<file path="src/common/phy_regs_defs.svh">
`ifndef PHY_REGS_DEFS_SVH
`define PHY_REGS_DEFS_SVH

// ----------------------------------------------------------------
// Register indices (byte address is four times the index)
// ----------------------------------------------------------------
`define PHY_IDX_BASIC_STATUS 6'h01
`define PHY_IDX_OUI_UPPER    6'h02
`define PHY_IDX_OUI_LOWER    6'h03
`define PHY_IDX_AN_ADV       6'h04

// ----------------------------------------------------------------
// Field positions
// ----------------------------------------------------------------
`define STATUS_EXT_CAP_BIT   0
`define LOWER_OUI_MSB        15
`define LOWER_OUI_LSB        10
`define LOWER_MODEL_MSB      9
`define LOWER_MODEL_LSB      4
`define LOWER_REV_MSB        3
`define LOWER_REV_LSB        0
`define ADV_NEXT_PAGE_BIT    15
`define ADV_REMOTE_FAULT_BIT 13
`define ADV_EXT_NEXT_BIT     12
`define ADV_ASYM_PAUSE_BIT   11
`define ADV_SYM_PAUSE_BIT    10
`define ADV_100_FULL_BIT     8
`define ADV_100_HALF_BIT     7
`define ADV_10_FULL_BIT      6

// ----------------------------------------------------------------
// Reset values and write masks
// ----------------------------------------------------------------
`define STATUS_RESET         16'h0001
`define ID_WRITE_MASK        16'hFFFF
`define ADV_WRITE_MASK       16'hBDC0
`define ADV_100_FULL_RESET   1'b1
`define ADV_100_HALF_RESET   1'b1
`define ADV_FIXED_ZERO_RESET 1'b0
`define APB_DATA_ZERO        32'h0000_0000

`endif

</file>
<file path="src/common/phy_regs_pkg.sv">
package phy_regs_pkg;

  // Which register an APB address selects
  typedef enum logic [2:0] {
    SEL_NONE     = 3'b000,
    SEL_STATUS   = 3'b001,
    SEL_ID_UPPER = 3'b010,
    SEL_ID_LOWER = 3'b011,
    SEL_ADV      = 3'b100
  } reg_sel_t;

  // Registered state of the APB slave
  typedef struct packed {
    logic [31:0] prdata;
    logic        pslverr;
    logic        adv_written;
  } slave_state_t;

endpackage : phy_regs_pkg

</file>
<file path="src/core/strap_defaults.sv">
`timescale 1ns/1ps
`default_nettype none

// Reset values of the strap-dependent advertisement bits
module strap_defaults (
  input  wire logic manual_flow_ctrl_cfg_pin,
  input  wire logic full_duplex_flow_ctrl_cfg_pin,
  input  wire logic autoneg_cfg_pin,
  input  wire logic speed_cfg_pin,
  input  wire logic duplex_cfg_pin,
  input  wire logic fx_mode,
  output logic      sym_pause_default,
  output logic      asym_pause_default,
  output logic      fd10_default
);

  always_comb begin
    if (fx_mode) begin
      sym_pause_default  = 1'b0;
      asym_pause_default = 1'b0;
      fd10_default       = 1'b0;
    end else begin
      sym_pause_default  = ~manual_flow_ctrl_cfg_pin;
      asym_pause_default = ~manual_flow_ctrl_cfg_pin & full_duplex_flow_ctrl_cfg_pin;
      fd10_default       = autoneg_cfg_pin | (~speed_cfg_pin & duplex_cfg_pin);
    end
  end

endmodule : strap_defaults

`default_nettype wire

</file>
<file path="src/core/field_reg.sv">
`timescale 1ns/1ps
`default_nettype none

// Byte-strobed register; bits outside WRITE_MASK keep their reset value
module field_reg #(
  parameter int                WIDTH      = 16,
  parameter logic [WIDTH-1:0]  WRITE_MASK = '1
) (
  input  wire logic               clock,
  input  wire logic               srst,
  input  wire logic [WIDTH-1:0]   reset_value,
  input  wire logic               write_en,
  input  wire logic [WIDTH-1:0]   write_data,
  input  wire logic [WIDTH/8-1:0] write_strb,
  output logic      [WIDTH-1:0]   value
);

  typedef struct packed {
    logic [WIDTH-1:0] value;
  } field_state_t;

  field_state_t state;
  field_state_t next_state;
  logic [WIDTH-1:0] lane_mask;

  genvar lane;
  generate
    for (lane = 0; lane < WIDTH / 8; lane++) begin : g_lane
      assign lane_mask[lane*8 +: 8] = {8{write_strb[lane]}};
    end
  endgenerate

  always_comb begin
    next_state = state;
    if (write_en) begin
      next_state.value = (state.value & ~(WRITE_MASK & lane_mask))
                       | (write_data & WRITE_MASK & lane_mask);
    end
  end

  // Synchronous reset, so loading a strap-derived value here is a clocked capture
  always_ff @(posedge clock) begin
    if (srst) begin
      state.value <= reset_value;
    end else begin
      state <= next_state;
    end
  end

  assign value = state.value;

endmodule : field_reg

`default_nettype wire

</file>
<file path="src/core/phy_ident_autoneg_adv_regs.sv">
// Design decision made here: register access over APB.
`timescale 1ns/1ps
`default_nettype none
`include "phy_regs_defs.svh"

//
// Contract
// Extended capability status bit 0 is read-only and reads one.
// Upper ID register, index 2, holds OUI bits 3 to 18.
// Lower ID register, index 3, holds OUI bits 19 to 24 in 15:10.
// Lower ID bits 9:4 hold the six-bit model number.
// Lower ID bits 3:0 hold the revision; its default may vary.
// Both ID registers are writable and read back as written.
// Advertisement register, index 4, is read/write ability offered to partner.
// Bit 15 advertises next page ability; resets to 0.
// Bit 13 advertises remote fault indication when set.
// Software always writes 0 to bit 12, extended next page; resets 0.
// Bit 11 advertises asymmetric pause when set.
// Bit 10 advertises symmetric pause when set.
// Bit 8 advertises 100BASE-X full duplex; resets to 1.
// Bit 7 advertises 100BASE-X half duplex; resets to 1.
// Bit 6 advertises 10BASE-T full duplex; default from straps.
// Manual flow strap low: sym pause 1, asym copies strap; else both 0.
// Bit 6 resets to autoneg strap OR (NOT speed AND duplex).
// In 100BASE-FX mode pause and 10BASE-T full bits reset 0.
// Reserved bits 14 and 9 read 0 and ignore writes.
module phy_ident_autoneg_adv_regs
  import phy_regs_pkg::*;
#(
  parameter int          ADDR_W          = 8,
  parameter logic [15:0] OUI_UPPER_RESET = 16'h1234,  // Arbitrary identity value
  parameter logic [5:0]  OUI_LOWER_RESET = 6'h2A,     // Arbitrary identity value
  parameter logic [5:0]  MODEL_RESET     = 6'h15,     // Arbitrary identity value
  parameter logic [3:0]  REVISION_RESET  = 4'h1       // Arbitrary, may differ per silicon
) (
  input  wire logic              clock,
  input  wire logic              srst,
  // APB slave
  input  wire logic              psel,
  input  wire logic              penable,
  input  wire logic              pwrite,
  input  wire logic [ADDR_W-1:0] paddr,
  input  wire logic [31:0]       pwdata,
  input  wire logic [3:0]        pstrb,
  output logic      [31:0]       prdata,
  output logic                   pready,
  output logic                   pslverr,
  // Configuration straps, sampled while srst is high
  input  wire logic              manual_flow_ctrl_cfg_pin,
  input  wire logic              full_duplex_flow_ctrl_cfg_pin,
  input  wire logic              autoneg_cfg_pin,
  input  wire logic              speed_cfg_pin,
  input  wire logic              duplex_cfg_pin,
  input  wire logic              fx_mode,
  // Toward the auto-negotiation engine
  output logic                   adv_next_page,
  output logic                   adv_remote_fault,
  output logic                   adv_ext_next_page,
  output logic                   adv_asym_pause,
  output logic                   adv_sym_pause,
  output logic                   adv_100_full,
  output logic                   adv_100_half,
  output logic                   adv_10_full,
  output logic                   adv_written,
  // Identification as currently stored
  output logic      [15:0]       oui_upper,
  output logic      [5:0]        oui_lower,
  output logic      [5:0]        model_number,
  output logic      [3:0]        revision_number
);

  import phy_regs_pkg::*;

  // ----------------------------------------------------------------
  // Address decode
  // ----------------------------------------------------------------

  // Only word-aligned addresses select a register; anything else is unmapped
  function automatic reg_sel_t decode_addr(input logic [ADDR_W-1:0] addr);
    logic [5:0] idx;
    idx = 6'(addr[ADDR_W-1:2]);
    if (addr[1:0] != 2'b00 || (ADDR_W > 8 && (addr >> 8) != '0)) begin
      return SEL_NONE;
    end
    case (idx)
      `PHY_IDX_BASIC_STATUS: return SEL_STATUS;
      `PHY_IDX_OUI_UPPER:    return SEL_ID_UPPER;
      `PHY_IDX_OUI_LOWER:    return SEL_ID_LOWER;
      `PHY_IDX_AN_ADV:       return SEL_ADV;
      default:               return SEL_NONE;
    endcase
  endfunction : decode_addr

  reg_sel_t sel;
  logic     setup_phase;
  logic     access_phase;
  logic     write_access;

  assign sel          = decode_addr(paddr);
  assign setup_phase  = psel & ~penable;
  assign access_phase = psel & penable;
  assign write_access = access_phase & pwrite & (sel != SEL_NONE);

  // ----------------------------------------------------------------
  // Strap-derived reset values
  // ----------------------------------------------------------------

  logic sym_pause_default;
  logic asym_pause_default;
  logic fd10_default;

  strap_defaults u_strap_defaults (
    .manual_flow_ctrl_cfg_pin      (manual_flow_ctrl_cfg_pin),
    .full_duplex_flow_ctrl_cfg_pin (full_duplex_flow_ctrl_cfg_pin),
    .autoneg_cfg_pin               (autoneg_cfg_pin),
    .speed_cfg_pin                 (speed_cfg_pin),
    .duplex_cfg_pin                (duplex_cfg_pin),
    .fx_mode                       (fx_mode),
    .sym_pause_default             (sym_pause_default),
    .asym_pause_default            (asym_pause_default),
    .fd10_default                  (fd10_default)
  );

  logic [15:0] adv_reset_value;

  always_comb begin
    adv_reset_value                        = 16'h0000;
    adv_reset_value[`ADV_NEXT_PAGE_BIT]    = `ADV_FIXED_ZERO_RESET;
    adv_reset_value[`ADV_REMOTE_FAULT_BIT] = `ADV_FIXED_ZERO_RESET;
    adv_reset_value[`ADV_EXT_NEXT_BIT]     = `ADV_FIXED_ZERO_RESET;
    adv_reset_value[`ADV_ASYM_PAUSE_BIT]   = asym_pause_default;
    adv_reset_value[`ADV_SYM_PAUSE_BIT]    = sym_pause_default;
    adv_reset_value[`ADV_100_FULL_BIT]     = `ADV_100_FULL_RESET;
    adv_reset_value[`ADV_100_HALF_BIT]     = `ADV_100_HALF_RESET;
    adv_reset_value[`ADV_10_FULL_BIT]      = fd10_default;
  end

  // ----------------------------------------------------------------
  // Register storage
  // ----------------------------------------------------------------

  logic [15:0] id_upper_value;
  logic [15:0] id_lower_value;
  logic [15:0] adv_value;
  logic [15:0] id_lower_reset;

  assign id_lower_reset = {OUI_LOWER_RESET, MODEL_RESET, REVISION_RESET};

  field_reg #(
    .WIDTH      (16),
    .WRITE_MASK (`ID_WRITE_MASK)
  ) u_id_upper (
    .clock       (clock),
    .srst        (srst),
    .reset_value (OUI_UPPER_RESET),
    .write_en    (write_access && sel == SEL_ID_UPPER),
    .write_data  (pwdata[15:0]),
    .write_strb  (pstrb[1:0]),
    .value       (id_upper_value)
  );

  field_reg #(
    .WIDTH      (16),
    .WRITE_MASK (`ID_WRITE_MASK)
  ) u_id_lower (
    .clock       (clock),
    .srst        (srst),
    .reset_value (id_lower_reset),
    .write_en    (write_access && sel == SEL_ID_LOWER),
    .write_data  (pwdata[15:0]),
    .write_strb  (pstrb[1:0]),
    .value       (id_lower_value)
  );

  // Reserved bits 14 and 9 are outside the write mask, so they stay zero
  field_reg #(
    .WIDTH      (16),
    .WRITE_MASK (`ADV_WRITE_MASK)
  ) u_adv (
    .clock       (clock),
    .srst        (srst),
    .reset_value (adv_reset_value),
    .write_en    (write_access && sel == SEL_ADV),
    .write_data  (pwdata[15:0]),
    .write_strb  (pstrb[1:0]),
    .value       (adv_value)
  );

  // ----------------------------------------------------------------
  // Read mux
  // ----------------------------------------------------------------

  logic [15:0] read_value;

  always_comb begin
    case (sel)
      SEL_STATUS:   read_value = `STATUS_RESET;
      SEL_ID_UPPER: read_value = id_upper_value;
      SEL_ID_LOWER: read_value = id_lower_value;
      SEL_ADV:      read_value = adv_value;
      default:      read_value = 16'h0000;
    endcase
  end

  // ----------------------------------------------------------------
  // Slave state
  // ----------------------------------------------------------------

  // Read data and error are captured in the setup cycle so that they leave
  // flip-flops; the price is a fixed access phase of exactly one cycle.
  slave_state_t state;
  slave_state_t next_state;

  always_comb begin
    next_state             = state;
    next_state.adv_written = write_access && sel == SEL_ADV;
    if (setup_phase) begin
      next_state.pslverr = (sel == SEL_NONE);
      if (!pwrite && sel != SEL_NONE) begin
        next_state.prdata = {16'h0000, read_value};
      end else begin
        next_state.prdata = `APB_DATA_ZERO;
      end
    end
  end

  always_ff @(posedge clock) begin
    if (srst) begin
      state.prdata      <= `APB_DATA_ZERO;
      state.pslverr     <= 1'b0;
      state.adv_written <= 1'b0;
    end else begin
      state <= next_state;
    end
  end

  // ----------------------------------------------------------------
  // Outputs
  // ----------------------------------------------------------------

  assign pready  = access_phase;
  assign prdata  = state.prdata;
  assign pslverr = access_phase & state.pslverr;

  assign adv_next_page     = adv_value[`ADV_NEXT_PAGE_BIT];
  assign adv_remote_fault  = adv_value[`ADV_REMOTE_FAULT_BIT];
  // Software is expected to keep this at zero; it is passed on as stored
  assign adv_ext_next_page = adv_value[`ADV_EXT_NEXT_BIT];
  assign adv_asym_pause    = adv_value[`ADV_ASYM_PAUSE_BIT];
  assign adv_sym_pause     = adv_value[`ADV_SYM_PAUSE_BIT];
  assign adv_100_full      = adv_value[`ADV_100_FULL_BIT];
  assign adv_100_half      = adv_value[`ADV_100_HALF_BIT];
  assign adv_10_full       = adv_value[`ADV_10_FULL_BIT];
  assign adv_written       = state.adv_written;

  assign oui_upper       = id_upper_value;
  assign oui_lower       = id_lower_value[`LOWER_OUI_MSB:`LOWER_OUI_LSB];
  assign model_number    = id_lower_value[`LOWER_MODEL_MSB:`LOWER_MODEL_LSB];
  assign revision_number = id_lower_value[`LOWER_REV_MSB:`LOWER_REV_LSB];

endmodule : phy_ident_autoneg_adv_regs

`default_nettype wire

</file>
<file path="config.mk">
export PLATFORM = sky130hd
export DESIGN_NAME = phy_ident_autoneg_adv_regs
export DESIGN_NICKNAME = d
export VERILOG_FILES = /design/src/common/phy_regs_pkg.sv /design/src/core/strap_defaults.sv /design/src/core/field_reg.sv /design/src/core/phy_ident_autoneg_adv_regs.sv
export VERILOG_INCLUDE_DIRS = /design/src /design/src/common
export SDC_FILE = /design/constraint.sdc
export NUM_CORES = 1
export LEC_CHECK = 0
export ABC_AREA = 0
export CORE_MARGIN = 2
export CORE_UTILIZATION = 60
export DETAILED_ROUTE_END_ITERATION = 8
export DONT_BUFFER_PORTS = 1
export PLACE_DENSITY = 0.74
export SYNTH_ARGS = -nofsm -noshare
export SYNTH_HDL_FRONTEND = slang
export SYNTH_SLANG_ARGS = --single-unit
</file>
<file path="constraint.sdc">
create_clock -name clock -period 2.8 [get_ports clock]
set_input_delay 0.28 -clock clock [delete_from_list [all_inputs] [get_ports clock]]
set_output_delay 0.28 -clock clock [all_outputs]
set_load 0.01 [all_outputs]
</file>
==> results of run 1 <==
-- timing repair --
item | 4_1_cts | 5_1_grt
endpoints found under the hold margin | 0 | 2
setup endpoints to repair | 0 | 0
hold buffers | 0 | 1
-- layout by cell type, fill, tap and decap left out, drive strengths merged, types with 5 or more instances in the layout --
| master | netlist | layout |
|---|---|---|
| o21ai | 8 | 8 |
| a22oi | 8 | 8 |
| nand3 | 8 | 8 |
| nor4 | 5 | 5 |
| buf | 38 | 7 |
| a211o | 13 | 13 |
| clkbuf | 12 | 13 |
| mux2 | 15 | 15 |
| conb | 1 | 16 |
| nor2 | 28 | 28 |
| mux2i | 26 | 26 |
| nand2 | 18 | 18 |
| a21oi | 9 | 9 |
| nor2b | 13 | 13 |
| dfxtp | 55 | 55 |
-- worst paths after layout --
| check | end | slack [ns] | cells after the start |
|---|---|---|---|
| worst max-delay path | u_adv.value[6] | 0.98 | 4 |
| worst min-delay path | state[1] | 0.02 | 1 |
| worst max register to register | prdata[7] | 1.74 | 3 |
| worst min register to register | prdata[1] | 0.49 | 2 |
-- critical path, cell delays in order --
cell and delay [ns]:
or4_1 0.67, or2_1 0.30, or4_1 0.57, o22ai_1 0.16
-- metrics by stage --
stage	hold WS, ns	instance area [um2]	utilization, %
2_1_floorplan	0.383	2870	-
3_3_place_gp	0.357	2670	60.2
3_5_place_dp	0.359	2670	60.2
4_1_cts	0.00134	2850	64.1
5_1_grt	-0.00220	2860	64.3
6_report	0.0228	2860	64.3
-- area by class of cell --
type                    count  area [um2]  area share, %
well taps                  52        65.1           2.28
clock inverters             3        15.0          0.525
repair buffers              8        62.6           2.19
flip-flops and latches     58        1190           41.7
multi-input cells         199        1350           47.4
inverters                   3        11.3          0.394
clock buffers              13         159           5.56
-- routing by layer --
metal | routed length (um) | part of all wire, % | GRT usage (%) | vias up
li1 | - | - | - | 968
met1 | 2610 | 42 | 31.8 | 957
met2 | 2870 | 46 | 37.1 | 110
met3 | 646 | 10 | 9.03 | 8
met4 | 77 | 1.2 | 10.5 | 0
met5 | 0 | 0 | 0 | -
-- report_power, final --
part	internal [mW]	leakage, nW	switching (mW)
registers	0.837	0.472	0.00535
logic	0.0252	0.428	0.0326
clock network	0.365	0.0932	0.313
-- cells by family after synthesis --
logic type / Yosys count / share of synthesized area, %
buffers and inverters: 53 / 11.9
other: 1 / 0.133
flip-flops: 58 / 42.3
multiplexers: 41 / 15.2
AO/OA/AOI/OAI: 48 / 12.0
AND/OR/NAND/NOR: 94 / 18.5
==> flow_summary.yaml, run 1 <==
run_status:
  status: "completed"
min_path:
  min_path_type: "in -> reg"
  hp-start: "srst"
grt:
  grt_max_degree: 53
  antenna_found_initial: 0
  grt.total_usage_pct: 24.6
  grt_pass1_wl_mm: 9.88
  first_global_vias: 1928
  gr-total-overflow: 0
timing:
  finalHoldViolations: 0
  slew_headroom_pct: 53.9
  setup_viol: 0
  setup_tns_ns: 0
  tightest_slew_ns: 0.686
  rsz0062_at_grt: "false"
  post-route-worst-setup-slack_ns: 0.978
  fin_skew_ns: 0.00925
  fmax_ghz: 0.549
  drv_slew: 0
  fin_crit_sh_pct: 65.1
  min_period_ns: 1.82
logic_synthesis:
  synth.area.top_cells: "dfxtp_1, mux2i_1, buf_4, mux2_2, a211o_1"
  syn_inst: 295
  ys_seq_area_share_pct: 42.3
  synth_top_area_share_pct: 39.1
  synth-edff-count: 3
  ys_ff_latch: 58
  yosysWarnings: 0
  yosys.area.top_type: "dfxtp_1"
  synthDistinctLibCells: 41
  syn-cell-area_um2: 2820
  yosysMostFrequentCell: "dfxtp_1"
  synth_flop_cell: "dfxtp_1"
  avgSynthCellArea_um2: 9.55
  ys_async_sr_fraction_pct: 0
  ys_top_cells_by_count: "dfxtp_1, buf_4, nor2_1"
die:
  rows: 24
  core-area_um2: 4440
  dieWidth_um: 72.5
  die_h_um: 72.5
  io_pins: 130
  start_util_pct: 63.4
  dieArea_um2: 5260
job:
  drv_cap: 0
setup_path:
  start_kind: "input port"
  cp-end-kind: "flop"
  setup.worst_path.start: "paddr[5]"
  worstPathArrival_ns: 1.99
  crit_type: "in -> reg"
  cp_max_fo: 7
  crit_required_ns: 2.96
final_layout:
  area_growth_syn_to_layout_pct: 1.47
  drive_gt1_share_pct: 15.1
  layoutNonFillerInstCount: 336
  n_antenna_cell: 0
  finalNetCount: 334
  fill_cells: 367
clock_network:
  cts_max_path_buffers: 2
  clk_pin_slew_ns: 0.06
  cts_root_buffer: "clkbuf_8"
  post_cts.repair.setup_buffers: 0
  cts-resized-gates: 0
  cts.sinks: 58
  cts_inserted_buffers: 9
  cts_tree: "yes"
  htreeDepth: 3
  clk_latency_ns: 0.33
detailed_routing:
  viasPerCell: 6.08
  route.vias.total: 2043
  routed_wl_mm: 6.21
  drc: 0
  firstDrtPassIters: 5
  wl_per_cell_um: 18.5
  drt_iter0_drc: 272
  postRouteAntennaNets: 0
placed_design:
  io_buffers: 0
  pre_cts_slack_ns: 0.645
  dp_hpwl_mm: 4.31
  place.gp.congestion: 0.805
  dp_cells: 319
power_and_ir_drop:
  p_leak_nw: 0.994
  pwr_density_cell_nw_per_um2: 552
  vdd_drop_max_mv: 0.358
  power_mw: 1.58
Power figures use the tool's default switching activity.
==> run 2, diff against run 1 <==
--- a/config.mk
+++ b/config.mk
@@ -8,10 +8,10 @@
 export LEC_CHECK = 0
 export ABC_AREA = 0
 export CORE_MARGIN = 2
-export CORE_UTILIZATION = 60
+export CORE_UTILIZATION = 56
 export DETAILED_ROUTE_END_ITERATION = 8
 export DONT_BUFFER_PORTS = 1
-export PLACE_DENSITY = 0.74
+export PLACE_DENSITY = 0.72
 export SYNTH_ARGS = -nofsm -noshare
 export SYNTH_HDL_FRONTEND = slang
 export SYNTH_SLANG_ARGS = --single-unit
==> constraint.sdc (replaced) <==
create_clock -name clock -period 1.6 [get_ports clock]
set_input_delay 0.16 -clock clock [delete_from_list [all_inputs] [get_ports clock]]
set_output_delay 0.16 -clock clock [all_outputs]
set_load 0.01 [all_outputs]
==> flow_summary.yaml, run 2 (synthesis gave the netlist of run 1 again) <==
detailed_routing:
  routed_wl_mm: 6.95
  drc: 0
  wl_per_cell_um: 18.2
  postRouteAntennaNets: 0
  firstDrtPassIters: 4
  drt_iter0_drc: 119
  viasPerCell: 5.60
  route.vias.total: 2140
die:
  core-area_um2: 4790
  dieWidth_um: 74.9
  io_pins: 130
  die_h_um: 74.9
  rows: 25
  dieArea_um2: 5610
  start_util_pct: 58.8
timing:
  rsz0062_at_grt: "false"
  fin_skew_ns: 0.00560
  min_period_ns: 1.49
  finalHoldViolations: 0
  drv_slew: 0
  setup_viol: 0
  fin_crit_sh_pct: 92.8
  whs_ns: 0.0498
  fmax_ghz: 0.673
final_layout:
  n_antenna_cell: 0
  area_growth_syn_to_layout_pct: 17.9
  multi_input_area_um2: 1410
  drive_gt1_share_pct: 20.0
  layoutNonFillerInstCount: 382
  layout_common_cells: "dfxtp_1, nor2_1, mux2i_1"
  finalNetCount: 365
  fill_cells: 386
  layout_commonest_cell: "dfxtp_1"
  stdcell_area_um2: 3320
  regArea_um2: 1190
clock_network:
  cts_inserted_buffers: 9
  clk_pin_slew_ns: 0.07
  htreeDepth: 3
  cts.sinks: 58
  post_cts.repair.setup_buffers: 0
  clk_latency_ns: 0.34
  cts_root_buffer: "clkbuf_8"
  cts-resized-gates: 0
  cts_tree: "yes"
  holdBufCountCts: 21
  cts_max_path_buffers: 2
grt:
  grt.total_usage_pct: 25.3
  grt_pass1_wl_mm: 10.5
  first_global_vias: 2076
  gr-total-overflow: 0
  antenna_found_initial: 0
  grt_max_degree: 46
setup_path:
  crit_type: "in -> reg"
  crit_required_ns: 1.78
  crit-reg2reg-launch: "u_adv.value[11]"
  start_kind: "input port"
  setup.worst_path.start: "paddr[5]"
  worstPathArrival_ns: 1.67
  cp_max_fo: 8
  cp-end-kind: "flop"
power_and_ir_drop:
  power_mw: 3.21
  clkPwrFrac_pct: 48.4
  vdd_drop_max_mv: 1.03
  power.net_switching_mw: 0.695
  pwr_density_cell_nw_per_um2: 967
  combPwrFrac_pct: 5.7
  p_int_mw: 2.52
  switching_share_pct: 21.7
  p_leak_nw: 1.20
  pwr-share-seq_pct: 45.9
placed_design:
  dp_cells: 345
  place_area_um2: 2870
  dp_hpwl_mm: 4.40
  io_buffers: 0
  place.gp.congestion: 0.793
job:
  drv_cap: 0
run_status:
  status: "completed"
min_path:
  hp-start: "pwdata[8]"
  min_path_type: "in -> reg"
==> run 2: cell type report <==
cell class	instances	share of cell area, %
Inverter	3	0.339
Clock buffer	12	4.67
Clock inverter	4	2.22
Timing Repair Buffer	39	11.8
Multi-Input combinational cell	199	42.5
Tap cell	67	2.52
Sequential cell	58	35.9
==> run 2: worst max-delay path, cell delays in order <==
cell and delay [ns]:
or4_4 0.62, or2_1 0.29, or4_4 0.45, o22ai_1 0.13
==> run 2: final timing paths <==
check | slack [ns] | endpoint | cells past startpoint
worst max-delay path | 0.11 | u_adv.value[10] | 4
worst min-delay path | 0.05 | flop | 3
worst max register to register | 0.56 | u_adv.value[11] | 2
worst min register to register | 0.50 | prdata[3] | 2
==> run 2: per-layer routing <==
| layer | wire, um | vias to the layer above | GRT usage [%] |
|---|---|---|---|
| met1 | 3030 | 1004 | 33.1 |
| met2 | 3250 | 92 | 38.7 |
| met3 | 579 | 11 | 8.43 |
| met4 | 92 | 0 | 10.3 |
| met5 | 0 | - | 0 |
| li1 | - | 1033 | - |
==> run 2: stage by stage <==
stage | utilization [%] | setup TNS (ns) | worst slack, ns
finish | 69.4 | 0 | 0.114
global route | 69.4 | 0 | 0.0753
CTS | 69.4 | 0 | 0.153
detailed placement | 60.0 | -5.06 | -0.200
global placement | 60.0 | -4.32 | -0.163
floorplan | - | -3.51 | -0.180
==> run 2: power by group through the flow <==
stage,Sequential [mW],Combinational [mW],Clock (mW)
2_1_floorplan,1.50,0.159,0
3_3_place_gp,1.51,0.111,0
3_5_place_dp,1.51,0.111,0
4_1_cts,1.47,0.181,1.58
5_1_grt,1.47,0.198,1.64
6_report,1.47,0.183,1.55
==> run 3, diff against run 2 <==
--- a/config.mk
+++ b/config.mk
@@ -7,11 +7,13 @@
 export NUM_CORES = 1
 export LEC_CHECK = 0
 export ABC_AREA = 0
+export CAP_MARGIN = 20
 export CORE_MARGIN = 2
-export CORE_UTILIZATION = 56
+export CORE_UTILIZATION = 60
 export DETAILED_ROUTE_END_ITERATION = 8
 export DONT_BUFFER_PORTS = 1
-export PLACE_DENSITY = 0.72
+export PLACE_DENSITY = 0.74
 export SYNTH_ARGS = -nofsm -noshare
 export SYNTH_HDL_FRONTEND = slang
 export SYNTH_SLANG_ARGS = --single-unit
+export TNS_END_PERCENT = 100
==> constraint.sdc (replaced) <==
create_clock -name clock -period 1.7 [get_ports clock]
set_input_delay 0.17 -clock clock [delete_from_list [all_inputs] [get_ports clock]]
set_output_delay 0.17 -clock clock [all_outputs]
set_load 0.01 [all_outputs]
==> flow_summary.yaml, run 3 (synthesis gave the netlist of run 1 again) <==
run_status:
  status: "complete, but fails checks"
  violations: "hold timing"
clock_network:
  clk_latency_ns: 0.33
  htreeDepth: 3
  cts_tree: "yes"
  post_cts.repair.setup_buffers: 0
  cts.sinks: 58
  cts_inserted_buffers: 9
  clk_pin_slew_ns: 0.07
  holdBufCountCts: 21
  cts-resized-gates: 0
  cts_root_buffer: "clkbuf_8"
  cts_max_path_buffers: 2
grt:
  grt_max_degree: 46
  antenna_found_initial: 0
  grt.total_usage_pct: 26.3
  first_global_vias: 2049
  gr-total-overflow: 0
  grt_pass1_wl_mm: 10.4
final_layout:
  n_antenna_cell: 0
  post-route-util_pct: 72.7
  finalNetCount: 366
  layout_common_cells: "dfxtp_1, nor2_1, mux2i_1"
  drive_gt1_share_pct: 19.3
  layout_commonest_cell: "dfxtp_1"
  layoutNonFillerInstCount: 368
  area_growth_syn_to_layout_pct: 14.7
  stdcell_area_um2: 3230
placed_design:
  place_area_um2: 2800
  io_buffers: 0
  pre_cts_slack_ns: -0.116
  dp_cells: 331
  place.gp.congestion: 0.821
  dp_hpwl_mm: 4.37
detailed_routing:
  viasPerCell: 5.92
  firstDrtPassIters: 4
  dr_wl_met3_um: 634
  postRouteAntennaNets: 0
  route.vias.total: 2179
  drc: 0
  wl_met2_mm: 3.29
  wl_met1_mm: 2.78
  wl_per_cell_um: 18.4
  highest_layer: "met4"
  drt_iter0_drc: 174
  routed_wl_mm: 6.79
setup_path:
  cp_max_fo: 10
  cp-end-kind: "flop"
  crit_required_ns: 1.92
  crit_type: "in -> reg"
  start_kind: "input port"
  worstPathArrival_ns: 1.71
die:
  dieWidth_um: 72.5
  io_pins: 130
  die_h_um: 72.5
  start_util_pct: 63.4
  core-area_um2: 4440
  dieArea_um2: 5260
  rows: 24
job:
  drv_cap: 0
power_and_ir_drop:
  p_leak_nw: 1.18
  vdd_drop_max_mv: 0.600
  power_mw: 2.92
  pwr_density_cell_nw_per_um2: 902
timing:
  rsz0062_at_grt: "false"
  fin_skew_ns: 0.00571
  fmax_ghz: 0.668
  post-route-worst-setup-slack_ns: 0.203
  setup_tns_ns: 0
  whs_ns: -0.00663
  finalHoldViolations: 1
  drv_slew: 0
  setup_viol: 0
  fin_crit_sh_pct: 88.0
  min_period_ns: 1.50
min_path:
  min_path_type: "in -> reg"
-- run 3: path summary, 6_finish.rpt --
kind | from | end | slack (ns) | cells after the start
hold / removal | pwdata[12] | flop | -0.007 | 2
hold reg to reg | prdata[3] | prdata[3] | 0.50 | 2
setup reg to reg | u_adv.value[11] | u_adv.value[11] | 0.68 | 2
setup / recovery | paddr[5] | flop | 0.20 | 5
-- run 3: cell type report --
type / count / area [um2]
clock buffers: 15 / 186
clock inverters: 1 / 30.0
fillers: 351 / 1210
flip-flops and latches: 58 / 1190
multi-input cells: 199 / 1390
inverters: 3 / 11.3
repair buffers: 40 / 363
well taps: 52 / 65.1
-- run 3: layer usage --
layer	track usage (%)	up-vias
li1	-	1029
met1	32.1	1032
met2	42.9	109
met3	7.92	9
met4	11.5	0
met5	0	-
-- run 3: report_power, final --
| part | total [mW] | leakage, nW | switching (mW) | internal [mW] |
|---|---|---|---|---|
| clock network | 1.36 | 0.110 | 0.522 | 0.839 |
| logic | 0.168 | 0.593 | 0.0848 | 0.0831 |
| registers | 1.39 | 0.472 | 0.00872 | 1.38 |
-- run 3: worst max-delay path, cell delays in order --
cell	delay (ns)
or4_4	0.60
nor4_2	0.33
buf_4	0.27
nor2b_1	0.07
a211o_1	0.27
